--- config.mk ---
export PLATFORM = sky130hd
export DESIGN_NAME = jaie_exec
export DESIGN_NICKNAME = d
export VERILOG_FILES = /design/src/rtl/jaie_pkg.sv /design/src/rtl/jaie_decode.sv /design/src/rtl/jaie_exec.sv
export SDC_FILE = /design/constraint.sdc
export NUM_CORES = 1
export LEC_CHECK = 0
export BUFFER_PORTS_ARGS = -buffer_cell sky130_fd_sc_hd__buf_2
export CAP_MARGIN = 10
export CORE_MARGIN = 8
export CORE_UTILIZATION = 35
export CTS_CLUSTER_SIZE = 40
export DETAILED_ROUTE_END_ITERATION = 8
export HOLD_SLACK_MARGIN = 0.03
export PLACE_DENSITY = 0.61
export SLEW_MARGIN = 15
export SYNTH_ARGS = -nofsm -noshare
export SYNTH_HDL_FRONTEND = slang
export SYNTH_SLANG_ARGS = --single-unit
--- constraint.sdc ---
create_clock -name mclk -period 1.55 [get_ports mclk]
set_input_delay 0.0775 -clock mclk [delete_from_list [all_inputs] [get_ports mclk]]
set_output_delay 0.0775 -clock mclk [all_outputs]
set_load 0.005 [all_outputs]
--- src/rtl/jaie_pkg.sv ---
// Operation
// - top bits 101 decode as absolute jump
// - jump loads literal into counter bits 8:0
// - jump copies status bits 6:5 to 10:9
// - jump takes two cycles, flags unchanged
// - plain increment adds one modulo 256, one cycle
// - destination bit 0 accumulator, 1 register
// - increment-skip skips on zero, flags untouched
// - skip discards fetched word, runs no-operation
package jaie_pkg;
   localparam int INSN_W = 12;
   localparam int DATA_W = 8;
   localparam int PC_W = 11;
   localparam int ADDR_W = 5;
   localparam int LIT_W = 9;
   localparam logic [2:0] OP_JUMP = 3'h5;
   localparam logic [5:0] OP_INC = 6'h0A;
   localparam logic [5:0] OP_INCSZ = 6'h0F;
   localparam int JUMP_HI = 11;
   localparam int JUMP_LO = 9;
   localparam int OP6_LO = 6;
   localparam int DEST_BIT = 5;
   localparam int STAT_PAGE_HI = 6;
   localparam int STAT_PAGE_LO = 5;
   localparam int STAT_ZERO = 2;
   localparam logic [INSN_W-1:0] NOP_WORD = 12'h000;
   localparam logic [DATA_W-1:0] DATA_ONE = 8'h01;
   localparam logic [DATA_W-1:0] DATA_ZERO = 8'h00;
   localparam logic [PC_W-1:0] PC_RESET = 11'h000;
   typedef enum logic [0:0] {JAIE_RUN, JAIE_FLUSH} jaie_state_e;
endpackage

--- src/rtl/jaie_decode.sv ---
`timescale 1ns/1ps
`default_nettype none
module jaie_decode
(
   input wire logic [jaie_pkg::INSN_W-1:0] insn,
   output logic is_jump,
   output logic is_inc,
   output logic is_incsz,
   output logic dest_reg,
   output logic [jaie_pkg::ADDR_W-1:0] addr,
   output logic [jaie_pkg::LIT_W-1:0] literal
);
   import jaie_pkg::*;

   assign is_jump = (insn[JUMP_HI:JUMP_LO] == OP_JUMP);
   assign is_inc = (insn[JUMP_HI:OP6_LO] == OP_INC);
   assign is_incsz = (insn[JUMP_HI:OP6_LO] == OP_INCSZ);
   assign dest_reg = insn[DEST_BIT];
   assign addr = insn[ADDR_W-1:0];
   assign literal = insn[LIT_W-1:0];
endmodule
`default_nettype wire

--- src/rtl/jaie_exec.sv ---
`timescale 1ns/1ps
`default_nettype none
module jaie_exec
(
   input wire logic mclk,
   input wire logic sys_rst,
   input wire logic clk_en,
   input wire logic [jaie_pkg::INSN_W-1:0] insn_word,
   input wire logic [jaie_pkg::DATA_W-1:0] reg_rdata,
   input wire logic [jaie_pkg::DATA_W-1:0] status_in,
   output logic [jaie_pkg::ADDR_W-1:0] reg_raddr,
   output logic [jaie_pkg::PC_W-1:0] program_counter,
   output logic [jaie_pkg::ADDR_W-1:0] reg_waddr,
   output logic [jaie_pkg::DATA_W-1:0] reg_wdata,
   output logic reg_we,
   output logic [jaie_pkg::DATA_W-1:0] acc_wdata,
   output logic acc_we,
   output logic zero_wdata,
   output logic zero_we,
   output logic no_operation,
   output logic busy
);
   import jaie_pkg::*;

   jaie_state_e state_reg;
   jaie_state_e state_next;
   logic [PC_W-1:0] pc_reg;
   logic [PC_W-1:0] pc_next;
   logic [ADDR_W-1:0] waddr_reg;
   logic [DATA_W-1:0] wdata_reg;
   logic rwe_reg;
   logic awe_reg;
   logic zwe_reg;
   logic zval_reg;
   logic nop_reg;
   logic busy_reg;

   logic is_jump;
   logic is_inc;
   logic is_incsz;
   logic dest_reg;
   logic [ADDR_W-1:0] addr;
   logic [LIT_W-1:0] literal;

   // discarded word is never decoded, so it cannot fire twice
   wire executing = (state_reg == JAIE_RUN);
   wire [INSN_W-1:0] insn_eff = executing ? insn_word : NOP_WORD;

   jaie_decode u_dec
   (
      .insn(insn_eff),
      .is_jump(is_jump),
      .is_inc(is_inc),
      .is_incsz(is_incsz),
      .dest_reg(dest_reg),
      .addr(addr),
      .literal(literal)
   );

   wire do_inc = is_inc || is_incsz;
   // register file read is combinational on the same cycle
   wire [DATA_W-1:0] sum = reg_rdata + DATA_ONE;
   wire sum_zero = (sum == DATA_ZERO);
   wire skip = is_incsz && sum_zero;
   wire [PC_W-1:0] jump_pc = {status_in[STAT_PAGE_HI:STAT_PAGE_LO], literal};
   wire [PC_W-1:0] pc_inc = pc_reg + PC_W'(1);
   wire rwe_next = do_inc && dest_reg;
   wire awe_next = do_inc && !dest_reg;
   // only the plain increment touches the zero flag
   wire zwe_next = is_inc;
   wire nop_next = !executing;
   wire busy_next = (state_next == JAIE_FLUSH);

   always_comb
   begin
      pc_next = pc_inc;
      state_next = JAIE_RUN;
      if (is_jump)
      begin
         pc_next = jump_pc;
         state_next = JAIE_FLUSH;
      end
      else if (skip)
      begin
         state_next = JAIE_FLUSH;
      end
   end

   // control state: flush slot, its no-operation marker and busy
   always_ff @(posedge mclk)
   begin
      if (sys_rst)
      begin
         state_reg <= JAIE_RUN;
         nop_reg <= 1'b0;
         busy_reg <= 1'b0;
      end
      else if (clk_en)
      begin
         state_reg <= state_next;
         nop_reg <= nop_next;
         busy_reg <= busy_next;
      end
   end

   always_ff @(posedge mclk)
   begin
      if (sys_rst)
      begin
         pc_reg <= PC_RESET;
      end
      else if (clk_en)
      begin
         pc_reg <= pc_next;
      end
   end

   // one result register feeds both accumulator and register file
   always_ff @(posedge mclk)
   begin
      if (sys_rst)
      begin
         waddr_reg <= '0;
         wdata_reg <= DATA_ZERO;
         rwe_reg <= 1'b0;
         awe_reg <= 1'b0;
      end
      else if (clk_en)
      begin
         waddr_reg <= addr;
         wdata_reg <= sum;
         rwe_reg <= rwe_next;
         awe_reg <= awe_next;
      end
   end

   always_ff @(posedge mclk)
   begin
      if (sys_rst)
      begin
         zwe_reg <= 1'b0;
         zval_reg <= 1'b0;
      end
      else if (clk_en)
      begin
         zwe_reg <= zwe_next;
         zval_reg <= sum_zero;
      end
   end

   assign reg_raddr = addr;
   assign program_counter = pc_reg;
   assign reg_waddr = waddr_reg;
   assign reg_wdata = wdata_reg;
   assign reg_we = rwe_reg;
   assign acc_wdata = wdata_reg;
   assign acc_we = awe_reg;
   assign zero_wdata = zval_reg;
   assign zero_we = zwe_reg;
   assign no_operation = nop_reg;
   assign busy = busy_reg;
endmodule
`default_nettype wire

# Word level (Yosys, flattened, before mapping)
# Cells that the tools add are included.
[classes]
add_sub_neg = 2
n_eq_ne = 3
muxes = 4
reduce_logical = 6
[op_table]
columns = ["cell", "n"]
rows = [
  ["$eq A6 B4 Y1 const B", 2],
  ["$mux W12", 1],
  ["$add A11 B1 Y11 const B", 1],
  ["$mux W11", 1],
  ["$add A8 B1 Y8 const B", 1],
  ["$logic_not A8 Y1", 1],
  ["$eq A3 B3 Y1 const B", 1],
  ["$logic_and A1 B1 Y1", 3],
  ["$mux W1", 2],
  ["$logic_not A1 Y1", 1],
  ["$logic_or A1 B1 Y1", 1],
]
[totals]
regBits = 30
inputBits = 31
out_inout_bits = 43
elab_cells = 24

# Logic depth before layout (Yosys ltp)
# Gate-level depths: netlist of the first run.
[depth]
word_depth = 5
ltp_mapped = 7
depth_no_buf = 6

# By module
# A second synthesis of the first run with hierarchy kept.
[hier_totals]
cells_unflattened = 219
area_unflattened_um2 = 1771.7
[by_module_without_submodules]
columns = ["mod", "n_inst", "cells_per_inst", "area_each_um2", "seq_area_each_um2"]
rows = [
  ["jaie_exec", 1, 199, 1620.3, 600.6],
  ["jaie_decode", 1, 20, 151.4, 0.0],
]

# Least setup slack after synthesis of the first run
# No wires, ideal clock.
[synth_timing]
path_kind = "reg2reg"
startpoint = "register pc_reg[0] (netlist: program_counter[0])"
endpoint = "register pc_reg[10] (netlist: program_counter[10])"
setup_ns = 0.074
t_arrival_ns = 1.629
required_ns = 1.476
slack_ns = -0.154
path_stages_with_launch = 7
n_path_buf = 0
path_cell_list = "dfxtp_1 -> ha_1 -> nand3_2 -> nor3_4 -> nand3_1 -> or4b_1 -> a31oi_1"
[synth_via]
elab_chain_cells = 2
[synth_lines]
columns = ["element", "line", "rtl"]
rows = [
  ["from (decl)", "jaie_exec.sv:27", "logic [PC_W-1:0] pc_reg;"],
  ["from (signal assigned)", "jaie_exec.sv:114", "pc_reg <= pc_next;"],
  ["$add A11 B1 Y11", "jaie_exec.sv:66", "wire [PC_W-1:0] pc_inc = pc_reg + PC_W'(1);"],
  ["$mux W11", "jaie_exec.sv:78", "if (is_jump)"],
]
# Every way passes these cells.
# A chain may end at the register's enable or synchronous reset.

==> impl_metrics.json, run 1 <==
{
  "cts_root_buffer": "clkbuf_8",
  "dp_hpwl_mm": 3.558,
  "fin_crit_ns": 1.521,
  "whs_path_depth": 3,
  "die-area_sq_um": 7314,
  "path_class": "reg -> reg",
  "dp_cells": 325,
  "clock_latency_ns": 0.28,
  "dieWidth_um": 85.52,
  "r2r_cells": 5,
  "path_max_fanout": 22,
  "timing.rr.start": "busy",
  "grt_pass1_vias": 1725,
  "die_height_um": 85.52,
  "end_kind": "flip-flop",
  "placed_cell_area_sq_um": 2135,
  "cts_made_buffers": 5,
  "worst_ep_arrival_time_ns": 1.67,
  "hp-class": "in -> reg",
  "vias": 1693,
  "first_pass_iters": 4,
  "largest_reg_flops": 11,
  "clock_skew_ns": 0.006241,
  "hold_viol_final": 0,
  "cap_violations": 0,
  "globalRouteTotalUtil_pct": 12.93,
  "area_growth_pct": 32.17,
  "cts_sinks": 30,
  "total_power_w": 0.001798,
  "drt_iter0_markers": 63,
  "p_leak_nw": 1.017,
  "core_area_sq_um": 4692,
  "place_congestion": 0.7795,
  "worstPathRequired_ns": 1.70,
  "num-nets-final": 312,
  "slew_violations": 0,
  "crit_start": "busy",
  "worstMarginPinSlew_ns": 0.5706,
  "fin_crit_sh_pct": 98.13,
  "yosysSeqAreaShare_pct": 35.50,
  "layout_commonest_cell": "buf_2",
  "drt_wl_total_mm": 4.597,
  "hold_end": "program_counter[1]",
  "tritoncts": "built",
  "antenna_found_initial": 0,
  "ant_nets": 0,
  "yosys_warnings": 0,
  "drc_errors": 0,
  "htreeDepth": 2,
  "syn_area_sq_um": 1692,
  "synth_cells": 208,
  "max_freq_mhz": 657.5,
  "syn_avg_cell_area_sq_um": 8.133,
  "synth_cell_types": 38,
  "wl_per_cell_um": 13.80,
  "start_kind": "flip-flop",
  "drive_gt1_share_pct": 37.28,
  "place_ws_ns": 0.01178,
  "r2r_slack_ns": 0.03,
  "fin_cells": 333,
  "cts_buffer_depth": 2,
  "setup_viol": 0,
  "viasPerCell": 5.084,
  "ios": 74,
  "cts_hold_buffers": 0,
  "r2r-end": "program_counter[3]",
  "start_util_pct": 36.05,
  "ys_ff_latch": 30,
  "worstHoldStart": "insn_word[1]",
  "setup_slack_ns": 0.02902,
  "n_antenna_cell": 0,
  "slew-limit-headroom_pct": 61.96,
  "final_area_sq_um": 2236,
  "overflow": 0,
  "fill_cells": 463,
  "grt_max_degree": 32,
  "rsz0062_at_grt": "true",
  "final_cell_mix": "buf_2, nor2_1, dfxtp_1, buf_4, nand2_1",
  "rows": 25,
  "grt_pass1_wl_mm": 7.803,
  "vdd_drop_max_uv": 336.9,
  "port_buffers": 67,
  "outcome": "finished clean",
  "powerDensity_nw_per_um2": 804.2,
  "synth_nets": 242,
  "clkTransAtPathRegs_ns": 0.07
}
[routing by layer]
metal | track usage, % | wire (um) | vias up
li1 | - | - | 876
met1 | 14.63 | 2036 | 773
met2 | 22.64 | 2290 | 38
met3 | 3.343 | 205 | 6
met4 | 4.936 | 65 | 0
met5 | 0 | 0 | -
[where the power goes]
| part | switching [W] | total [W] | leakage [nW] | internal (W) |
|---|---|---|---|---|
| sequential | 0.0000276 | 0.000837 | 0.247 | 0.000809 |
| clock | 0.000322 | 0.000637 | 0.0441 | 0.000315 |
| combinational | 0.000168 | 0.000324 | 0.726 | 0.000156 |
[area by class of cell]
cell class                 count  area (sq um)  area share (%)
multi-input combinational    153         985.9           44.10
sequential                    30         606.8           27.14
timing repair buffer          86         478.0           21.38
clock inverter                 3         21.27          0.9513
inverter                       2         7.507          0.3358
clock buffer                   5         68.82           3.078
tap                           54         67.56           3.022
[worst max-delay path by stage]
stage,end,slack (ns),cells after the start
2_1_floorplan,program_counter[10],0.03,6
3_3_place_gp,program_counter[3],0.04,5
3_5_place_dp,program_counter[10],0.01,6
4_1_cts,program_counter[10],0.009,6
5_1_grt,program_counter[3],-0.09,5
6_report,program_counter[3],0.03,5
[per-stage QoR]
stage	hold slack [ns]	TNS, ns	util (%)
global route	0.08290	-0.4880	47.65
finish	0.06108	0	47.65
global placement	0.3611	0	45.49
detailed placement	0.3616	0	45.49
floorplan	0.1765	0	-
CTS	0.05505	0	47.52
[critical path, cell delays in order, from the launching register on]
cell and delay (ns):
dfxtp_1 0.32, and4bb_2 0.55, buf_4 0.22, o31ai_1 0.08, a22oi_1 0.18, nor2_1 0.05
[cell usage after synthesis]
cell	instances	area [sq um]
and3_1	3	18.77
o31ai_1	3	22.52
a21oi_1	5	25.02
nor2_1	30	112.6
buf_4	8	60.06
a211oi_1	8	60.06
or4_1	1	7.510
mux2i_1	8	80.08
o41ai_1	3	26.28
a22oi_1	6	45.04
a311oi_1	1	8.760
nand4_1	3	18.77
o21ai_0	7	35.03
nand3b_1	1	7.510
nor2b_1	8	50.05
a22o_1	1	8.760
a211o_1	1	8.760
and4bb_2	1	12.51
xor2_1	5	43.79
nor3_1	2	10.01
buf_1	1	3.750
buf_2	5	25.02
clkbuf_2	2	10.01
inv_1	2	7.510
o211ai_1	1	7.510
nand2_1	15	56.30
a31o_2	1	8.760
nand3_2	1	10.01
ha_1	3	37.54
nand3_1	13	65.06
or4b_1	3	30.03
clkbuf_1	7	26.28
nor3_4	1	16.27
nor3b_1	2	15.01
xnor2_1	4	35.03
a31oi_1	6	37.54
nand2b_1	6	37.54
dfxtp_1	30	600.6
[timing repair]
| item | CTS | global route |
|---|---|---|
| endpoints found under the hold margin | 0 | 0 |
| setup buffers | 0 | 0 |
| setup endpoints to repair | 1 | 10 |
| pin swaps | 1 | 0 |
| gates resized for setup | 1 | 3 |
[cells by family (layout without fill, tap and decap cells)]
group,count (synthesis),after routing,synth area share (%)
AOI/OAI and AO/OA,43,43,17.38
xor gates and xnor gates,9,9,4.659
adders and majority gates,3,3,2.219
buffers and inverters,25,96,7.840
DFF,30,30,35.50
muxes,8,8,4.734
and+or+nand+nor,90,90,27.66
Power figures use the tool's default switching activity.
==> inputs of run 2 (changes only) <==
--- a/config.mk
+++ b/config.mk
@@ -7,12 +7,15 @@
 export LEC_CHECK = 0
 export BUFFER_PORTS_ARGS = -buffer_cell sky130_fd_sc_hd__buf_2
 export CAP_MARGIN = 10
+export CELL_PAD_IN_SITES_DETAIL_PLACEMENT = 2
+export CELL_PAD_IN_SITES_GLOBAL_PLACEMENT = 2
 export CORE_MARGIN = 8
-export CORE_UTILIZATION = 35
+export CORE_UTILIZATION = 24
+export CTS_BUF_LIST = sky130_fd_sc_hd__clkbuf_4
 export CTS_CLUSTER_SIZE = 40
 export DETAILED_ROUTE_END_ITERATION = 8
 export HOLD_SLACK_MARGIN = 0.03
-export PLACE_DENSITY = 0.61
+export PLACE_DENSITY = 0.75
 export SLEW_MARGIN = 15
 export SYNTH_ARGS = -nofsm -noshare
 export SYNTH_HDL_FRONTEND = slang
==> run 2 against run 1 <==
Compared with the run above: the run now ends with setup timing left; design area rose by 5.3%; critical path depth rose by 1; flip-flop and latch count did not move; core utilization fell by 13 points; setup slack got worse by 0.12 ns; sequential share of layout area fell by 0.98 points; register-to-register slack got worse by 0.12 ns; global-route usage fell by 0.25 points; total power fell by 6.8%; die area rose by 37%; critical endpoint is now program_counter[10].
==> impl_metrics.json, run 2 (synthesis gave the netlist of run 1 again) <==
{
  "antenna_found_initial": 0,
  "cts_made_buffers": 5,
  "worst_ep_arrival_time_ns": 1.89,
  "vdd_drop_max_uv": 207.9,
  "fin_tns_setup_ns": -0.09076,
  "drt_wl_total_mm": 6.414,
  "outcome": "complete, but fails checks",
  "setup_viol": 1,
  "first_pass_iters": 4,
  "setup_slack_ns": -0.09076,
  "port_buffers": 67,
  "overflow": 0,
  "tritoncts": "built",
  "fin_cells": 383,
  "rsz0062_at_grt": "true",
  "wl_per_cell_um": 16.75,
  "whs_ns": 0.05069,
  "drc_errors": 0,
  "ios": 74,
  "p_leak_nw": 1.050,
  "critPathTopFamily": "simple AND/OR/NAND/NOR gates",
  "num-nets-final": 320,
  "viasPerCell": 4.867,
  "path_max_fanout": 3,
  "start_kind": "flip-flop",
  "place_congestion": 0.7223,
  "grt_max_degree": 32,
  "crit_slowest_cell": "or4b_1",
  "core_area_sq_um": 6794,
  "slew-limit-headroom_pct": 58.92,
  "n_antenna_cell": 0,
  "layout_commonest_cell": "buf_2",
  "met3_usage_pct": 3.668,
  "vias": 1864,
  "start_util_pct": 24.90,
  "violations": "setup timing",
  "crit_buf_inv": 0,
  "placed_cell_area_sq_um": 2225,
  "end_kind": "flip-flop",
  "grt-busiest-layer": "met2",
  "ant_nets": 0,
  "rows": 30,
  "fin_crit_ns": 1.641,
  "die_height_um": 99.96,
  "drive_gt1_share_pct": 40.42,
  "die-area_sq_um": 9991,
  "cp_slowest_stage_delay_ns": 0.48,
  "cts_sinks": 30,
  "htreeDepth": 2,
  "globalRouteTotalUtil_pct": 12.68,
  "max_freq_mhz": 609.5,
  "drt_iter0_markers": 18,
  "largest_reg_flops": 11,
  "grt_util_met1_pct": 14.27,
  "grtUsageMet2_pct": 22.78,
  "fin_crit_sh_pct": 105.9,
  "area_growth_pct": 39.13,
  "final_cell_mix": "buf_2, nor2_1, buf_4, dfxtp_1, nand2_1",
  "hp-class": "in -> reg",
  "hold_viol_final": 0,
  "path_cells": "ha_4 -> nand3_4 -> nor3_4 -> nand3_2 -> or4b_1 -> a31oi_1",
  "worstMarginPinSlew_ns": 0.6162,
  "clock_skew_ns": 0.01780,
  "dp_cells": 372,
  "cts_root_buffer": "clkbuf_4",
  "dieWidth_um": 99.96,
  "clkTransAtPathRegs_ns": 0.11,
  "path_class": "reg -> reg",
  "grt_pass1_wl_mm": 10.29,
  "dp_hpwl_mm": 4.809,
  "worstPathRequired_ns": 1.80,
  "clock_latency_ns": 0.34,
  "cts_buffer_depth": 2,
  "final_area_sq_um": 2354,
  "powerDensity_nw_per_um2": 712.0,
  "grt_pass1_vias": 2062,
  "cap_violations": 0,
  "slew_violations": 0
}
## run 2: worst min-delay path: cells and delay by family
kind,cells,cell delay (ns)
AOI/OAI and AO/OA,2,0.18
buffers and inverters,1,0.08
## run 2: final cells by class
cell class	count	area, sq um
Fill cell	825	4441
Multi-Input combinational cell	154	1023
Sequential cell	30	615.6
Timing Repair Buffer	93	533.0
Tap cell	96	120.1
Clock buffer	6	45.04
Clock inverter	2	8.758
Inverter	2	7.507
## run 2: power breakdown
part | switching, W | leakage (nW) | internal (W) | total, W
sequential | 0.0000319 | 0.249 | 0.000807 | 0.000839
combinational | 0.000190 | 0.768 | 0.000171 | 0.000361
clock | 0.000287 | 0.0331 | 0.000188 | 0.000475
total | 0.000509 | 1.05 | 0.00117 | 0.00168
## run 2: final timing paths
check / cells past startpoint / start / endpoint / slack, ns
min reg2reg: 2 / reg_we / reg_we / 0.48
max reg2reg: 6 / program_counter[0] / program_counter[10] / -0.09
min: 3 / status_in[5] / program_counter[9] / 0.05
max: 6 / program_counter[0] / program_counter[10] / -0.09
## run 2: timing repair
item,4_1_cts,5_1_grt
endpoints found under the hold margin,1,0
hold buffers,1,0
pin swaps,0,1
gates resized for setup,6,8
cloned,0,1
setup buffers,0,1
setup endpoints to repair,7,7
## run 2: per-stage QoR
stage | setup WS [ns] | util, % | power [W]
2_1_floorplan | 0.02912 | - | 0.001043
3_3_place_gp | 0.02585 | 32.74 | 0.001199
3_5_place_dp | -0.05519 | 32.74 | 0.001213
4_1_cts | -0.09168 | 33.98 | 0.001698
5_1_grt | -0.2041 | 34.64 | 0.001789
6_report | -0.09076 | 34.64 | 0.001676
## run 2: routing by layer
layer  vias to the layer above  share of wire, %  wire length (um)
met5                         -                 0                 0
met4                         0              0.92                59
met3                         5               4.6               298
met2                        42                52              3309
met1                       928                43              2747
li1                        889                 -                 -
